`config.mk`:
```
export PLATFORM = sky130hd
export DESIGN_NAME = acsc_top
export DESIGN_NICKNAME = d
export VERILOG_FILES = /design/src/rtl/acsc_pkg.sv /design/src/rtl/acsc_prescaler.sv /design/src/rtl/acsc_top.sv
export VERILOG_INCLUDE_DIRS = /design/src /design/src/rtl
export SDC_FILE = /design/constraint.sdc
export NUM_CORES = 1
export LEC_CHECK = 0
export ABC_AREA = 1
export BUFFER_PORTS_ARGS = -buffer_cell sky130_fd_sc_hd__buf_2
export CAP_MARGIN = 20
export CORE_UTILIZATION = 50
export DETAILED_ROUTE_END_ITERATION = 10
export GPL_ROUTABILITY_DRIVEN = 0
export PLACE_DENSITY_LB_ADDON = 0.08
export SLEW_MARGIN = 0
export SYNTH_ARGS = -nofsm -noshare
export SYNTH_HDL_FRONTEND = slang
export SYNTH_HIERARCHICAL = 1
export SYNTH_SLANG_ARGS = --single-unit
```
`constraint.sdc`:
```
create_clock -name i_sys_clk -period 4.9 [get_ports i_sys_clk]
set_input_delay 0.245 -clock i_sys_clk [delete_from_list [all_inputs] [get_ports i_sys_clk]]
set_output_delay 0.245 -clock i_sys_clk [all_outputs]
set_load 0.05 [all_outputs]
```
`src/rtl/acsc_params.svh`:
```
// Register offsets, field positions and reset values of the converter sequencer
`ifndef ACSC_PARAMS_SVH
`define ACSC_PARAMS_SVH

// ----------------------------------------
// Register offsets
// ----------------------------------------
`define ACSC_OFS_RESULT_LO 8'hD1
`define ACSC_OFS_RESULT_HI 8'hD2
`define ACSC_OFS_CFG 8'hD5
`define ACSC_OFS_SEQ 8'hD6
`define ACSC_OFS_TIMING 8'hD7
`define ACSC_OFS_MODE 8'hDD

// ----------------------------------------
// Field positions
// ----------------------------------------
`define ACSC_SEQ_START 7
`define ACSC_SEQ_ACC_HI 6
`define ACSC_SEQ_ACC_LO 4
`define ACSC_SEQ_AVE_DIS 3
`define ACSC_SEQ_TRIG_SEL 2
`define ACSC_SEQ_AS_CONV 1
`define ACSC_SEQ_OVF 0
`define ACSC_TIM_LOW_SPEED 7
`define ACSC_TIM_SES_HI 6
`define ACSC_TIM_SES_LO 4
`define ACSC_TIM_IDLE_RUN 3
`define ACSC_TIM_WAIT_RD 2
`define ACSC_TIM_STA_HI 1
`define ACSC_TIM_STA_LO 0
`define ACSC_CFG_ENABLE 6
`define ACSC_CFG_WAIT_RD_EN 4
`define ACSC_CFG_DIV_HI 3
`define ACSC_CFG_DIV_LO 1
`define ACSC_MODE_INJECT 7
`define ACSC_MODE_PUMP 6
`define ACSC_MODE_CCM 3

// ----------------------------------------
// Reset values and constants
// ----------------------------------------
`define ACSC_RST_BYTE 8'h00
`define ACSC_RST_SUM 16'h0000
`define ACSC_RST_CNT 12'h000
`define ACSC_ONE_CNT 12'h001
`define ACSC_RST_DIV 7'h00

`endif

```
`src/rtl/acsc_pkg.sv`:
```
// Types shared by the converter sequencer
package acsc_pkg;

	// ----------------------------------------
	// Sequencer states
	// ----------------------------------------
	typedef enum logic [2:0] {
		ACSC_IDLE = 3'b000,
		ACSC_START_GAP = 3'b001,
		ACSC_CONVERT = 3'b010,
		ACSC_WAIT_READ = 3'b011,
		ACSC_SES_GAP = 3'b100
	} acsc_state_t;

endpackage : acsc_pkg

```
`src/rtl/acsc_prescaler.sv`:
```
// Power-of-two prescaler giving one converter clock tick per period
`timescale 1ns/100ps
`include "acsc_params.svh"

module acsc_prescaler (
	input wire logic i_sys_clk,
	input wire logic i_srst,
	input wire logic i_run,
	input wire logic [2:0] i_div_sel,
	output logic o_tick
);

	logic [6:0] cnt_q;
	logic [6:0] mask;

	// ----------------------------------------
	// Divider
	// ----------------------------------------
	// Low bits all ones marks the end of one divided period
	assign mask = 7'((8'h01 << i_div_sel) - 8'h01);
	assign o_tick = i_run && ((cnt_q & mask) == mask);

	// Free counter, held at zero so each run starts with a full period
	always_ff @(posedge i_sys_clk) begin
		if (i_srst || !i_run) begin
			cnt_q <= `ACSC_RST_DIV;
		end else begin
			cnt_q <= cnt_q + 7'd1;
		end
	end

endmodule : acsc_prescaler

```
`src/rtl/acsc_top.sv`:
```
// Converter sequence control: registers, start and session timing, accumulation
`timescale 1ns/100ps
`include "acsc_params.svh"

// Functional notes
// - Start bit launches an operation and self-clears when it ends.
// - Accumulation code 0..3,7 sums 1,2,4,8,128 conversions.
// - Sum overflow sets the sticky accumulation overflow flag.
// - Average-disable bit set bypasses averaging; clear applies it.
// - Trigger-select picks event source: data valid or threshold crossing.
// - Low-speed bit puts converter into low-power low-speed mode.
// - Session gap of 0..2048 slow ticks between accumulation sessions.
// - Idle-run flag holds unfinished idle work; hardware or CPU clears.
// - Wait-for-read flag set while stalled; CPU writes zero after reading.
// - Start gap of 2,4,8,16 converter clocks between start triggers.
// - Inject waits for current conversion, then converts channel 15 until software clears the bit.
// - Hardware never changes the inject bit; only software does.
// - Pump-enable bit is forwarded to the converter.
// - Continuous-conversion bit enables continuous conversion mode.
// - Wait-for-read enable holds next conversion until software clears the wait-for-read flag.
// - Converter clock is system clock divided by 1 to 128.
// - Conversions run only while the converter enable bit is set.
module acsc_top
	import acsc_pkg::*;
(
	input wire logic i_sys_clk,
	input wire logic i_srst,
	input wire logic [7:0] i_addr,
	input wire logic [7:0] i_wdata,
	input wire logic i_wr,
	input wire logic i_rd,
	output logic [7:0] o_rdata,
	input wire logic i_slow_tick_clock,
	input wire logic i_go_idle,
	input wire logic i_conv_done,
	input wire logic [10:0] i_conv_data,
	input wire logic i_thresh_cross,
	output logic o_conv_enable,
	output logic o_conv_start,
	output logic o_adc_clk_tick,
	output logic o_inject_ch15,
	output logic o_low_speed,
	output logic o_pump_en,
	output logic o_irq_event,
	output logic [15:0] o_result
);

	// ----------------------------------------
	// Functions
	// ----------------------------------------
	// Number of conversions per session, doubling per code
	function automatic logic [11:0] acc_count(input logic [2:0] code);
		acc_count = 12'(`ACSC_ONE_CNT << code);
	endfunction : acc_count

	// Slow ticks between sessions
	function automatic logic [11:0] ses_ticks(input logic [2:0] code);
		case (code)
			3'h0: ses_ticks = 12'h000;
			3'h1: ses_ticks = 12'h008;
			3'h2: ses_ticks = 12'h020;
			3'h3: ses_ticks = 12'h080;
			3'h4: ses_ticks = 12'h100;
			3'h5: ses_ticks = 12'h200;
			3'h6: ses_ticks = 12'h400;
			default: ses_ticks = 12'h800;
		endcase
	endfunction : ses_ticks

	// ----------------------------------------
	// Declarations
	// ----------------------------------------
	acsc_state_t state_q, state_d;
	logic [7:0] cfg_q, seq_q, tim_q, mode_q;
	logic [15:0] sum_q, result_q;
	logic [11:0] done_q, gap_q;
	logic [7:0] rdata_q;
	logic inject_q;
	logic [2:0] slow_sync_q;
	logic slow_edge, adc_tick, slow_lvl_q;
	logic wr_cfg, wr_seq, wr_tim, wr_mode, rd_hi;
	logic enable, op_end, sess_end, conv_accept, finish;
	logic [16:0] sum_next;
	logic [15:0] avg;
	logic [11:0] target;
	logic sta_gap_done, ses_gap_done, ses_gap_zero;
	logic data_valid;
	logic [7:0] rd_mux;

	// ----------------------------------------
	// Decoding
	// ----------------------------------------
	assign wr_cfg = i_wr && (i_addr == `ACSC_OFS_CFG);
	assign wr_seq = i_wr && (i_addr == `ACSC_OFS_SEQ);
	assign wr_tim = i_wr && (i_addr == `ACSC_OFS_TIMING);
	assign wr_mode = i_wr && (i_addr == `ACSC_OFS_MODE);
	assign rd_hi = i_rd && (i_addr == `ACSC_OFS_RESULT_HI);
	assign enable = cfg_q[`ACSC_CFG_ENABLE];
	assign target = acc_count(seq_q[`ACSC_SEQ_ACC_HI:`ACSC_SEQ_ACC_LO]);

	// Accumulation, one spare bit catches the carry
	assign conv_accept = (state_q == ACSC_CONVERT) && i_conv_done;
	assign sum_next = {1'b0, sum_q} + {6'h00, i_conv_data};
	assign finish = conv_accept && ((done_q + 12'h001) == target);
	assign avg = sum_next[15:0] >> seq_q[`ACSC_SEQ_ACC_HI:`ACSC_SEQ_ACC_LO];

	// Start gap counts 2 << code converter clocks
	assign sta_gap_done = adc_tick &&
		((gap_q + 12'h001) >= 12'(12'h002 << tim_q[`ACSC_TIM_STA_HI:`ACSC_TIM_STA_LO]));
	assign ses_gap_zero = (ses_ticks(tim_q[`ACSC_TIM_SES_HI:`ACSC_TIM_SES_LO]) == 12'h000);
	assign ses_gap_done = ses_gap_zero || (slow_edge &&
		((gap_q + 12'h001) >= ses_ticks(tim_q[`ACSC_TIM_SES_HI:`ACSC_TIM_SES_LO])));

	// Session ends on last conversion; operation ends unless continuous or wait-for-read is enabled
	assign sess_end = finish;
	assign op_end = finish && !mode_q[`ACSC_MODE_CCM] && !cfg_q[`ACSC_CFG_WAIT_RD_EN];
	assign data_valid = finish;

	// ----------------------------------------
	// Slow tick synchroniser
	// ----------------------------------------
	// Edge counts only once stages two and three agree on the new level
	assign slow_edge = slow_sync_q[1] && slow_sync_q[2] && !slow_lvl_q;

	always_ff @(posedge i_sys_clk) begin
		if (i_srst) begin
			slow_sync_q <= 3'h0;
			slow_lvl_q <= 1'b0;
		end else begin
			slow_sync_q <= {slow_sync_q[1:0], i_slow_tick_clock};
			if (slow_sync_q[1] == slow_sync_q[2]) begin
				slow_lvl_q <= slow_sync_q[2];
			end
		end
	end

	// ----------------------------------------
	// Converter clock
	// ----------------------------------------
	acsc_prescaler u_prescaler (
		.i_sys_clk(i_sys_clk),
		.i_srst(i_srst),
		.i_run(enable),
		.i_div_sel(cfg_q[`ACSC_CFG_DIV_HI:`ACSC_CFG_DIV_LO]),
		.o_tick(adc_tick)
	);

	// ----------------------------------------
	// Sequencer
	// ----------------------------------------
	// Next state; clearing the enable drops any operation at once
	always_comb begin
		state_d = state_q;
		case (state_q)
			ACSC_IDLE: begin
				if (enable && seq_q[`ACSC_SEQ_START]) begin
					state_d = ACSC_START_GAP;
				end
			end
			ACSC_START_GAP: begin
				if (sta_gap_done) begin
					state_d = ACSC_CONVERT;
				end
			end
			ACSC_CONVERT: begin
				if (finish && cfg_q[`ACSC_CFG_WAIT_RD_EN]) begin
					state_d = ACSC_WAIT_READ;
				end else if (finish && mode_q[`ACSC_MODE_CCM]) begin
					state_d = ACSC_SES_GAP;
				end else if (finish) begin
					state_d = ACSC_IDLE;
				end else if (conv_accept) begin
					state_d = ACSC_START_GAP;
				end
			end
			ACSC_WAIT_READ: begin
				// Held until software clears the wait flag after the read
				if (!tim_q[`ACSC_TIM_WAIT_RD]) begin
					state_d = mode_q[`ACSC_MODE_CCM] ? ACSC_SES_GAP : ACSC_IDLE;
				end
			end
			ACSC_SES_GAP: begin
				if (ses_gap_done) begin
					state_d = mode_q[`ACSC_MODE_CCM] ? ACSC_START_GAP : ACSC_IDLE;
				end
			end
			default: state_d = ACSC_IDLE;
		endcase
		if (!enable) begin
			state_d = ACSC_IDLE;
		end
	end

	always_ff @(posedge i_sys_clk) begin
		if (i_srst) begin
			state_q <= ACSC_IDLE;
		end else begin
			state_q <= state_d;
		end
	end

	// Gap counter is shared by both gap states and restarts on entry
	always_ff @(posedge i_sys_clk) begin
		if (i_srst || (state_d != state_q)) begin
			gap_q <= `ACSC_RST_CNT;
		end else if ((state_q == ACSC_START_GAP && adc_tick) ||
			(state_q == ACSC_SES_GAP && slow_edge)) begin
			gap_q <= gap_q + 12'h001;
		end
	end

	// Running sum and conversion count, cleared at each session end
	always_ff @(posedge i_sys_clk) begin
		if (i_srst || state_q == ACSC_IDLE || sess_end) begin
			sum_q <= `ACSC_RST_SUM;
			done_q <= `ACSC_RST_CNT;
		end else if (conv_accept) begin
			sum_q <= sum_next[15:0];
			done_q <= done_q + 12'h001;
		end
	end

	// Result register
	always_ff @(posedge i_sys_clk) begin
		if (i_srst) begin
			result_q <= `ACSC_RST_SUM;
		end else if (finish) begin
			result_q <= seq_q[`ACSC_SEQ_AVE_DIS] ? sum_next[15:0] : avg;
		end
	end

	// Channel 15 swaps in only between conversions, never mid-sample
	always_ff @(posedge i_sys_clk) begin
		if (i_srst) begin
			inject_q <= 1'b0;
		end else if (state_q != ACSC_CONVERT) begin
			inject_q <= mode_q[`ACSC_MODE_INJECT];
		end
	end

	// ----------------------------------------
	// Registers
	// ----------------------------------------
	// Plain configuration and mode bytes; inject changes by writes only
	always_ff @(posedge i_sys_clk) begin
		if (i_srst) begin
			cfg_q <= `ACSC_RST_BYTE;
			mode_q <= `ACSC_RST_BYTE;
		end else begin
			if (wr_cfg) begin
				cfg_q <= i_wdata;
			end
			if (wr_mode) begin
				mode_q <= i_wdata;
			end
		end
	end

	// Sequence byte: start self-clears, overflow is sticky and set wins
	always_ff @(posedge i_sys_clk) begin
		if (i_srst) begin
			seq_q <= `ACSC_RST_BYTE;
		end else begin
			if (wr_seq) begin
				seq_q <= i_wdata;
			end
			if ((op_end || (state_q == ACSC_WAIT_READ && state_d == ACSC_IDLE)) && !wr_seq) begin
				seq_q[`ACSC_SEQ_START] <= 1'b0;
			end
			if (conv_accept && sum_next[16]) begin
				seq_q[`ACSC_SEQ_OVF] <= 1'b1;
			end
		end
	end

	// Timing byte: wait and idle-run flags set by hardware win over writes
	always_ff @(posedge i_sys_clk) begin
		if (i_srst) begin
			tim_q <= `ACSC_RST_BYTE;
		end else begin
			if (wr_tim) begin
				tim_q <= i_wdata;
			end
			if (state_q == ACSC_IDLE && state_d == ACSC_IDLE && !wr_tim) begin
				tim_q[`ACSC_TIM_IDLE_RUN] <= 1'b0;
			end
			if (i_go_idle && state_q != ACSC_IDLE) begin
				tim_q[`ACSC_TIM_IDLE_RUN] <= 1'b1;
			end
			if (finish && cfg_q[`ACSC_CFG_WAIT_RD_EN]) begin
				tim_q[`ACSC_TIM_WAIT_RD] <= 1'b1;
			end
		end
	end

	// Read data stand the cycle after the strobe; unmapped reads give zero
	assign rd_mux = (i_addr == `ACSC_OFS_RESULT_LO) ? result_q[7:0] :
		rd_hi ? result_q[15:8] :
		(i_addr == `ACSC_OFS_CFG) ? cfg_q :
		(i_addr == `ACSC_OFS_SEQ) ? seq_q :
		(i_addr == `ACSC_OFS_TIMING) ? tim_q :
		(i_addr == `ACSC_OFS_MODE) ? mode_q : `ACSC_RST_BYTE;

	always_ff @(posedge i_sys_clk) begin
		if (i_srst) begin
			rdata_q <= `ACSC_RST_BYTE;
		end else begin
			rdata_q <= i_rd ? rd_mux : `ACSC_RST_BYTE;
		end
	end

	// ----------------------------------------
	// Outputs
	// ----------------------------------------
	assign o_rdata = rdata_q;
	assign o_result = result_q;
	assign o_conv_enable = enable;
	assign o_adc_clk_tick = adc_tick;
	assign o_conv_start = (state_q == ACSC_START_GAP) && sta_gap_done;
	assign o_inject_ch15 = inject_q;
	assign o_low_speed = tim_q[`ACSC_TIM_LOW_SPEED];
	assign o_pump_en = mode_q[`ACSC_MODE_PUMP];
	// Event source chosen only while the converter function is selected
	assign o_irq_event = enable && seq_q[`ACSC_SEQ_AS_CONV] &&
		(seq_q[`ACSC_SEQ_TRIG_SEL] ? i_thresh_cross : data_valid);

endmodule : acsc_top

```
* After elaboration in Yosys (flattened, before gate mapping)
Index checks and enable logic that the tools add are counted.
** Word-level totals
- Flip-flop bits (word level) :: 111
- Input port bits :: 35
- Output and inout bits :: 31
- Logic and storage cells :: 130
** Cells by class
- Add/sub/neg operators :: 5
- Order comparisons :: 2
- Equality and inequality tests :: 21
- Shifts and indexed selects :: 4
- Muxes and demuxes :: 27
- Bitwise gates (word level) :: 2
- Reductions and logical operators :: 51
** Operators with widths (count)
- 12-bit case mux with 7 select lines :: 1
- 8-bit equality test, second input constant :: 6
- 8-bit two-way mux :: 6
- 3-bit two-way mux :: 10
- 1-bit logical AND :: 28
- 12-bit by 1-bit adder with 12-bit output, second input constant :: 2
- 12-bit >= comparator :: 2
- 16-bit by 11-bit adder with 17-bit output :: 1
- 16-bit two-way mux :: 1
- 16-bit by 3-bit right shift with 16-bit output :: 1
- 3-bit case mux with 5 select lines :: 1
- 12-bit equality test :: 1
- 3-bit by 2-bit equality test with 1-bit output, second input constant :: 4
- 3-bit equality test, second input constant :: 4
- 12-bit logical NOT :: 1
- 1-bit by 3-bit << shifter with 12-bit output, first input constant :: 1
- 2-bit by 2-bit << shifter with 12-bit output, first input constant :: 1
- 3-bit logical NOT :: 3
- 7-bit by 1-bit adder with 7-bit output, second input constant :: 1
- 7-bit bitwise AND :: 1
- 7-bit equality test :: 1
- 1-bit logical OR :: 7
- 1-bit two-way mux :: 7
- 1-bit by 3-bit << shifter with 7-bit output, first input constant :: 1
- 11 further kinds :: 20

* Longest topological paths before layout
Gate-level depths: netlist (run 1).
- Word-level depth :: 14
- Gate-level depth with buffers :: 28
- Depth with buffers taken out :: 26

* By module
Netlist (run 1), hierarchy kept.
** By module, submodules not included
- acsc_top :: instances 1, cells an instance 1030, area each 6696.4 µm², seq. area each 2082.0 µm²
- acsc_prescaler :: instances 1, cells an instance 52, area each 359.1 µm², seq. area each 140.1 µm²

* Worst setup path before layout (run 1)
OpenSTA, ideal clock, no wires.
- Kind :: register -> register
- Start point :: register cfg_q[6]
- End point :: register gap_q[10]
- Setup time :: 0.119 ns
- Data arrival time :: 2.982 ns
- Data required time :: 4.781 ns
- Slack :: 1.800 ns
- Stages on the path, launching flop included :: 17
- Path buffers :: 1
- Clock period less this slack :: 3.100 ns
- Path through :: dfxtp_1 > inv_1 > a21oi_1 > nand2_1 > a21oi_1 > nand2_1 > inv_1 > nand2_1 > inv_1 > nor2_2 > nand2_1 > nand2_1 > o21ai_1 > nor2_1 > nand3_2 > buf_6 > nor2_2
** Between the ends
- Cells in the longest elaborated chain, start to end :: 7
- Elaborated cells between the ends (all ways) :: 11
- Those cells by class :: eq/ne: 1; mux: 4; reduce/logical: 6
** Ends and longest elaborated chain
- start, declared :: RTL line acsc_top.sv:74 : logic [7:0] cfg_q, seq_q, tim_q, mode_q;
- start signal, assigned :: RTL line acsc_top.sv:247 : cfg_q <= `ACSC_RST_BYTE;
- start signal, assigned :: RTL line acsc_top.sv:251 : cfg_q <= i_wdata;
- 1-bit logical AND * :: RTL line acsc_prescaler.sv:21 : assign o_tick = i_run && ((cnt_q & mask) == mask);
- named net o_adc_clk_tick :: RTL line acsc_top.sv:40 : output logic o_adc_clk_tick,
- 1-bit logical AND :: RTL line acsc_top.sv:108 : assign sta_gap_done = adc_tick &&
- 3-bit two-way mux :: RTL line acsc_top.sv:161 : if (sta_gap_done) begin
- 3-bit case mux with 5 select lines :: RTL line acsc_top.sv:154 : case (state_q)
- 3-bit two-way mux :: RTL line acsc_top.sv:189 : if (!enable) begin
- 3-bit inequality test :: RTL line acsc_top.sv:204 : if (i_srst || (state_d != state_q)) begin
- 1-bit logical OR :: RTL line acsc_top.sv:204
- end signal, assigned :: RTL line acsc_top.sv:205 : gap_q <= `ACSC_RST_CNT;
- end signal, assigned :: RTL line acsc_top.sv:208 : gap_q <= gap_q + 12'h001;
- end, declared :: RTL line acsc_top.sv:76 : logic [11:0] done_q, gap_q;
Mark *: on every way through the listed nets, which the timed path passes. The rest lies on a longest branch.
A chain may end at the register's enable or synchronous reset.

* Final worst setup path (run 1)
- Start point :: register gap_q[0]
- End point :: register gap_q[6]
** Between the ends
- Cells in the longest elaborated chain, start to end :: 9
- Elaborated cells between the ends (all ways) :: 12
- Those cells by class :: add/sub: 1; order compare: 2; eq/ne: 1; mux: 4; reduce/logical: 4
** Ends and longest elaborated chain
- 12-bit by 1-bit adder with 12-bit output * :: RTL line acsc_top.sv:109, acsc_top.sv:112, acsc_top.sv:208
- 12-bit >= comparator :: RTL line acsc_top.sv:112 : ((gap_q + 12'h001) >= ses_ticks(tim_q[`ACSC_TIM_SES_HI:`ACSC_TIM_SES_LO])));
- 1-bit logical AND :: RTL line acsc_top.sv:111 : assign ses_gap_done = ses_gap_zero || (slow_edge &&
- 1-bit logical OR :: RTL line acsc_top.sv:111
- 3-bit two-way mux :: RTL line acsc_top.sv:183 : if (ses_gap_done) begin
- 3-bit case mux with 5 select lines :: RTL line acsc_top.sv:154
- 3-bit two-way mux :: RTL line acsc_top.sv:189
- 3-bit inequality test :: RTL line acsc_top.sv:204
- 1-bit logical OR :: RTL line acsc_top.sv:204
Mark *: on every way between the ends. The rest lies on a longest branch, timed or not.

==> key figures, run 1 <==
Critical path
  • CP Class: reg -> reg
  • Worst EP arrival: 3440 ps
  • CP Capture Type: register
  • Worst Path Buf+Inv: 1
  • CP max stage delay: 470 ps
  • CP Max Fanout: 12
  • Slowest cell on the critical path: dfxtp_1
  • Largest delay contributor family on the critical path: simple AND/OR/NAND/NOR gates
  • Critical path's most frequent cell: nand2_1
  • Req. time, crit path: 5190 ps
  • Startpoint Class: register
  • Crit-path cells: ha_1 -> nand2_1 -> nor2_1 -> nand2_1 -> xor2_1 -> inv_1 -> ha_1 -> a21oi_1 -> nor3_1 -> a211oi_1 -> nand2_1 -> nand2_1 -> nand2_1 -> nand2_1 -> nand3_2 -> nand2_2 -> nand2_1 -> nand2_1 -> nand3_2 -> nor2_1

Clock tree
  • Worst-path clk slew: 70 ps
  • Root buf cell: clkbuf_16
  • Post-CTS Setup Inserts: 0
  • Clk buf depth: 2
  • Post-cts repair resize count: 0
  • H-tree depth: 3
  • Clock Latency Late Sink: 360 ps
  • CTS tree: yes
  • Hold buffers post-CTS: 0
  • Cts bufs inserted: 9
  • CTS sink count: 111

Yosys
  • Net Count, Synth: 1144
  • Top post-synthesis cells by area: dfxtp_1, nand2_1, inv_1, o21ai_0, a21oi_1
  • Synth cell count leaders: nand2_1, inv_1, dfxtp_1
  • Number of flops mapped to enable cells by yosys: 0
  • Synth warnings: 6
  • Yosys cell types: 51
  • Top-count cell post-synth: nand2_1
  • Register area share after synthesis: 31.49%
  • Top-area cell type share of the netlist area: 31.49%
  • Synthesized area: 0.007056 sq mm
  • Syn avg cell area: 6.521 sq um
  • Asr flop ratio synth: 0%
  • Synth Flop Type: dfxtp_1
  • Leading area contributor after synthesis: dfxtp_1
  • Flops & latches, synth: 111
  • Post-Synthesis Cells: 1082

Layout
  • # nets final: 1187
  • Antenna cells: 0
  • Layout cells sized above 1: 12.21%
  • Synth-to-layout area growth: 9.647%

Routing
  • Post-route ant nets: 0
  • First DRT Iteration DRCs: 503
  • DRC: 0
  • Vias: 7143
  • WL final: 19310 um
  • Avg Vias per Cell: 5.453
  • DRT Pass-1 Iters: 5
  • Avg WL per Cell: 14.74 um

Placement
  • Number of I/O port buffers: 65
  • Detailed placement HPWL: 14780 um

STA
  • Hold Vio Cnt, Final: 0
  • Total negative slack: 0 ps
  • Clock Skew: 6.064 ps
  • Max_slew headroom: 40.79%
  • Slew @ Worst Pin: 884.9 ps
  • F_max: 317.7 MHz
  • RSZ-0062 raised after global routing: false
  • Crit path time final: 3148 ps
  • Final Cycle Share: 64.24%
  • Final setup viols: 0
  • Max Slew Vio Count: 0

Pwr
  • P per Cell Area: 219.3 mW/mm^2
  • Power Internal: 1.291 mW
  • Sw frac: 23.88%
  • VDD IR max: 165.2 uV
  • Switch Pwr: 0.4051 mW
  • Register share of total power: 53.3%
  • Tot Pwr: 1.697 mW
  • Lkg Pwr: 3.401 nW
  • Part of the power in the clock network: 41.8%
  • Combinational power share: 4.9%

Floorplan
  • DIE HEIGHT: 120.8 um
  • IO Pins: 66
  • Std cell rows: 43
  • Die Area: 0.01459 sq mm
  • Core area: 0.01383 sq mm
  • Initial core utilization: 51.03%
  • Die width: 120.8 um

Run status
  • Outcome: finished clean

Global route
  • Largest net degree at the start of global routing: 37
  • Initial antenna violation count: 0
  • Total GRT Usage: 27.57%
  • First-pass GRT wire length: 31730 um
  • Grt ovf: 0
  • Vias in the first global route: 6553

Worst hold path
  • Worst hold path type: in -> reg

Job
  • Max cap viols: 0
[tightest hold or removal path, stage by stage]
cell    delay [ps]
buf_2           80
inv_1           30
nor2_1          60
[logic make-up after synthesis]
| logic type | after synthesis | share of synthesized area, % |
|---|---|---|
| XOR/XNOR | 18 | 2.234 |
| flip-flops | 111 | 31.49 |
| multiplexers | 2 | 0.2837 |
| AND/OR/NAND/NOR | 504 | 31.92 |
| buffers and inverters | 187 | 10.45 |
| adder cells (fa/ha/maj) | 27 | 4.894 |
| AO/OA/AOI/OAI | 233 | 18.73 |
[final cells by class]
cell class | count | area, sq um
Clock buffer | 10 | 239.0
Multi-Input combinational cell | 784 | 4096
Clock inverter | 6 | 42.54
Inverter | 152 | 570.5
Sequential cell | 111 | 2222
Fill cell | 1411 | 6091
Timing Repair Buffer | 67 | 340.3
Tap cell | 180 | 225.2
[final timing paths]
kind	end	slack, ps	startpoint	cells after the start
worst max-delay path	gap_q[6]	1750	gap_q[0]	20
worst min-delay path	slow_sync_q[0]	90	i_slow_tick_clock	3
worst max register to register	gap_q[6]	1750	gap_q[0]	20
worst min register to register	slow_sync_q[1]	410	slow_sync_q[0]	2
[state kept, by name (all words and copies together), names as in the netlist, 7 cells and up]
name / flops
cfg_q: 8
done_q: 12
gap_q: 12
mode_q: 8
o_rdata: 8
o_result: 16
seq_q: 8
sum_q: 16
tim_q: 8
u_prescaler/cnt_q: 7
[power groups by stage]
stage               sequential [mW]  combinational [mW]  clock, mW
floorplan                     0.925              0.0493          0
global placement              0.926              0.0825          0
detailed placement            0.926              0.0825          0
CTS                           0.904              0.0831      0.722
global route                  0.905              0.0933      0.758
finish                        0.904              0.0838      0.708
[per-layer routing]
layer  vias up  GRT usage (%)  wire length, um
li1       3640              -                -
met5         -              0                0
met4         0          9.799              567
met2       192          47.74             9303
met3        42          5.330              942
met1      3269          33.86             8500
[placed cells by master, fill, tap and decap left out, drive strengths merged, types with 2 or more instances in the layout]
cell type / instances
clkinvlp: 2
inv: 152
a21boi: 5
mux2i: 2
xor2: 11
clkbuf: 10
buf: 67
nand2: 258
a221oi: 8
a31oi: 5
nand3: 92
a21oi: 86
nor4: 3
nand4: 14
nor2: 118
o22ai: 10
o2111ai: 2
xnor2: 7
nand3b: 4
ha: 26
o21bai: 3
nor3: 10
a32oi: 2
clkinv: 4
o21ai: 91
or2: 3
dfxtp: 111
a211oi: 12
a22oi: 2
[per-stage QoR]
| step | instance area, sq um | std cells | hold slack [ps] | setup WS [ps] | utilization, % |
|---|---|---|---|---|---|
| after floorplan | 7056 | 1082 | 352.0 | 1800 | - |
| final | 7736 | 1310 | 86.58 | 1752 | 55.95 |
| after global routing | 7736 | 1310 | 86.80 | 1394 | 55.95 |
| after global placement | 7455 | 1294 | 402.4 | 1888 | 53.91 |
| after detailed placement | 7455 | 1294 | 403.1 | 1760 | 53.91 |
| after CTS | 7736 | 1310 | 83.11 | 1746 | 55.95 |
No activity file was read; power rests on OpenSTA's default activity.
==> inputs of run 2 (changes only) <==
==> constraint.sdc (replaced) <==
create_clock -name i_sys_clk -period 3.1 [get_ports i_sys_clk]
set_input_delay 0.155 -clock i_sys_clk [delete_from_list [all_inputs] [get_ports i_sys_clk]]
set_output_delay 0.155 -clock i_sys_clk [all_outputs]
set_load 0.05 [all_outputs]
==> key figures, run 2 (synthesis gave the netlist of run 1 again) <==
Placement
  • Number of I/O port buffers: 65 (unchanged)
  • Dpl ws: 113.8 ps (was 1760 ps)
  • DP Cell Count: 1307 (was 1294)
  • Detailed placement HPWL: 14840 um (was 14780 um)
  • Dpl cell area: 0.007569 sq mm (was 0.007455 sq mm)

STA
  • Min Hold Slack: 90.94 ps (was 86.58 ps)
  • RSZ-0062 raised after global routing: false (unchanged)
  • Max_slew headroom: 42.08% (was 40.79%)
  • Max Slew Vio Count: 0 (unchanged)
  • Final worst setup slack: 285.7 ps (was 1752 ps)
  • Final Cycle Share: 90.78% (was 64.24%)
  • F_max: 355.3 MHz (was 317.7 MHz)
  • Hold Vio Cnt, Final: 0 (unchanged)
  • Slew @ Worst Pin: 865.5 ps (was 884.9 ps)
  • Final setup viols: 0 (unchanged)
  • Crit path time final: 2814 ps (was 3148 ps)
  • Clock Skew: 6.775 ps (was 6.064 ps)
  • Total negative slack: 0 ps (unchanged)

Floorplan
  • Die Area: 0.01459 sq mm (unchanged)
  • IO Pins: 66 (unchanged)
  • Std cell rows: 43 (unchanged)
  • DIE HEIGHT: 120.8 um (unchanged)
  • Core area: 0.01383 sq mm (unchanged)
  • Die width: 120.8 um (unchanged)
  • Initial core utilization: 51.03% (unchanged)

Clock tree
  • Worst-path clk slew: 80 ps (was 70 ps)
  • H-tree depth: 3 (unchanged)
  • Cts bufs inserted: 9 (unchanged)
  • Root buf cell: clkbuf_16 (unchanged)
  • Clock Latency Late Sink: 370 ps (was 360 ps)
  • CTS tree: yes (unchanged)
  • CTS sink count: 111 (unchanged)
  • Clk buf depth: 2 (unchanged)

Routing
  • Avg Vias per Cell: 5.401 (was 5.453)
  • First DRT Iteration DRCs: 438 (was 503)
  • Vias: 7151 (was 7143)
  • WL final: 19770 um (was 19310 um)
  • DRC: 0 (unchanged)
  • DRT Pass-1 Iters: 5 (unchanged)
  • Post-route ant nets: 0 (unchanged)
  • Avg WL per Cell: 14.94 um (was 14.74 um)

Run status
  • Outcome: finished clean (unchanged)

Pwr
  • Tot Pwr: 2.703 mW (was 1.697 mW)
  • Lkg Pwr: 3.484 nW (was 3.401 nW)
  • VDD IR max: 269.4 uV (was 165.2 uV)
  • P per Cell Area: 340.9 mW/mm^2 (was 219.3 mW/mm^2)

Layout
  • Layout cells sized above 1: 13.99% (was 12.21%)
  • Commonest non-fill, non-tap cell in the layout: nand2_1 (unchanged)
  • Finished Layout Cells: 1324 (was 1310)
  • # nets final: 1202 (was 1187)
  • Fin util: 57.33% (was 55.95%)
  • Antenna cells: 0 (unchanged)
  • Post-route cell area: 0.007928 sq mm (was 0.007736 sq mm)
  • FILL cells: 1445 (was 1411)
  • Commonest non-fill, non-tap cells in the layout: nand2_1, inv_1, dfxtp_1, nor2_1, o21ai_0 (unchanged)
  • Reg area: 0.002223 sq mm (was 0.002222 sq mm)
  • Multi-input gate area: 0.004169 sq mm (was 0.004096 sq mm)
  • Synth-to-layout area growth: 12.36% (was 9.647%)

Worst hold path
  • Worst hold path type: in -> reg (unchanged)

Critical path
  • CP Class: reg -> reg (unchanged)
  • R2r setup slk: 290 ps (was 1750 ps)
  • Req. time, crit path: 3410 ps (was 5190 ps)
  • Startpoint Class: register (unchanged)
  • Worst EP arrival: 3120 ps (was 3440 ps)
  • CP Max Fanout: 6 (was 12)
  • CP Capture Type: register (unchanged)

Global route
  • Largest net degree at the start of global routing: 36 (was 37)
  • Grt ovf: 0 (unchanged)
  • Total GRT Usage: 27.32% (was 27.57%)
  • Vias in the first global route: 6421 (was 6553)
  • First-pass GRT wire length: 31170 um (was 31730 um)
  • Initial antenna violation count: 0 (unchanged)

Job
  • Max cap viols: 0 (unchanged)
-- run 2: cell count changes in the layout (fill, tap and decap cells not counted), sizes merged --
cell and delta:
buf +13, clkbuf -1, dlygate4sd3 +1, clkinvlp -1, nand3 +1, inv +1
-- run 2: metal layers --
metal	track usage, %	vias to the layer above	share of wire (%)
met2	47.59	179	49
met5	0	-	0
li1	-	3670	-
met4	9.414	0	2.1
met3	4.245	30	5.2
met1	34.07	3272	44
-- run 2: final cells by class --
cell class | count | share of cell area [%]
Sequential cell | 111 | 28.05
Inverter | 152 | 7.197
Clock inverter | 6 | 0.6787
Multi-Input combinational cell | 785 | 52.59
Timing Repair Buffer | 81 | 5.808
Clock buffer | 9 | 2.841
Tap cell | 180 | 2.841
-- run 2: final timing paths --
| kind | start | end | cells after the start |
|---|---|---|---|
| max | gap_q[1] | gap_q[1] | 19 |
| min | i_wdata[2] | cfg_q[2] | 3 |
| max reg2reg | gap_q[1] | gap_q[1] | 19 |
| min reg2reg | slow_sync_q[0] | slow_sync_q[1] | 2 |
-- run 2: repair_timing --
item                                    4_1_cts  5_1_grt
hold endpoints to repair                      1        0
hold buffers                                  1        0
setup buffers                                 0        0
endpoints found under the setup margin        0       17
resized for setup                             0       13
-- run 2: critical path, stage by stage, from the launching register on --
cell and delay (ps):
dfxtp_1 370, ha_2 230, nand2_1 80, nor2_2 120
nand2_1 120, nor2_1 100, nand3b_1 130, nand2_1 100
ha_1 220, inv_1 70, nor3_1 50, a211oi_1 160
nand2_1 70, nand2_1 70, nand3_1 70, nand3_1 80
nand2_2 120, xor2_4 300, nand3_4 180, nor2_2 110
-- run 2: power by group --
part	switching [mW]	internal, mW
Sequential	0.00202	1.43
Combinational	0.0923	0.0464
Clock	0.579	0.556
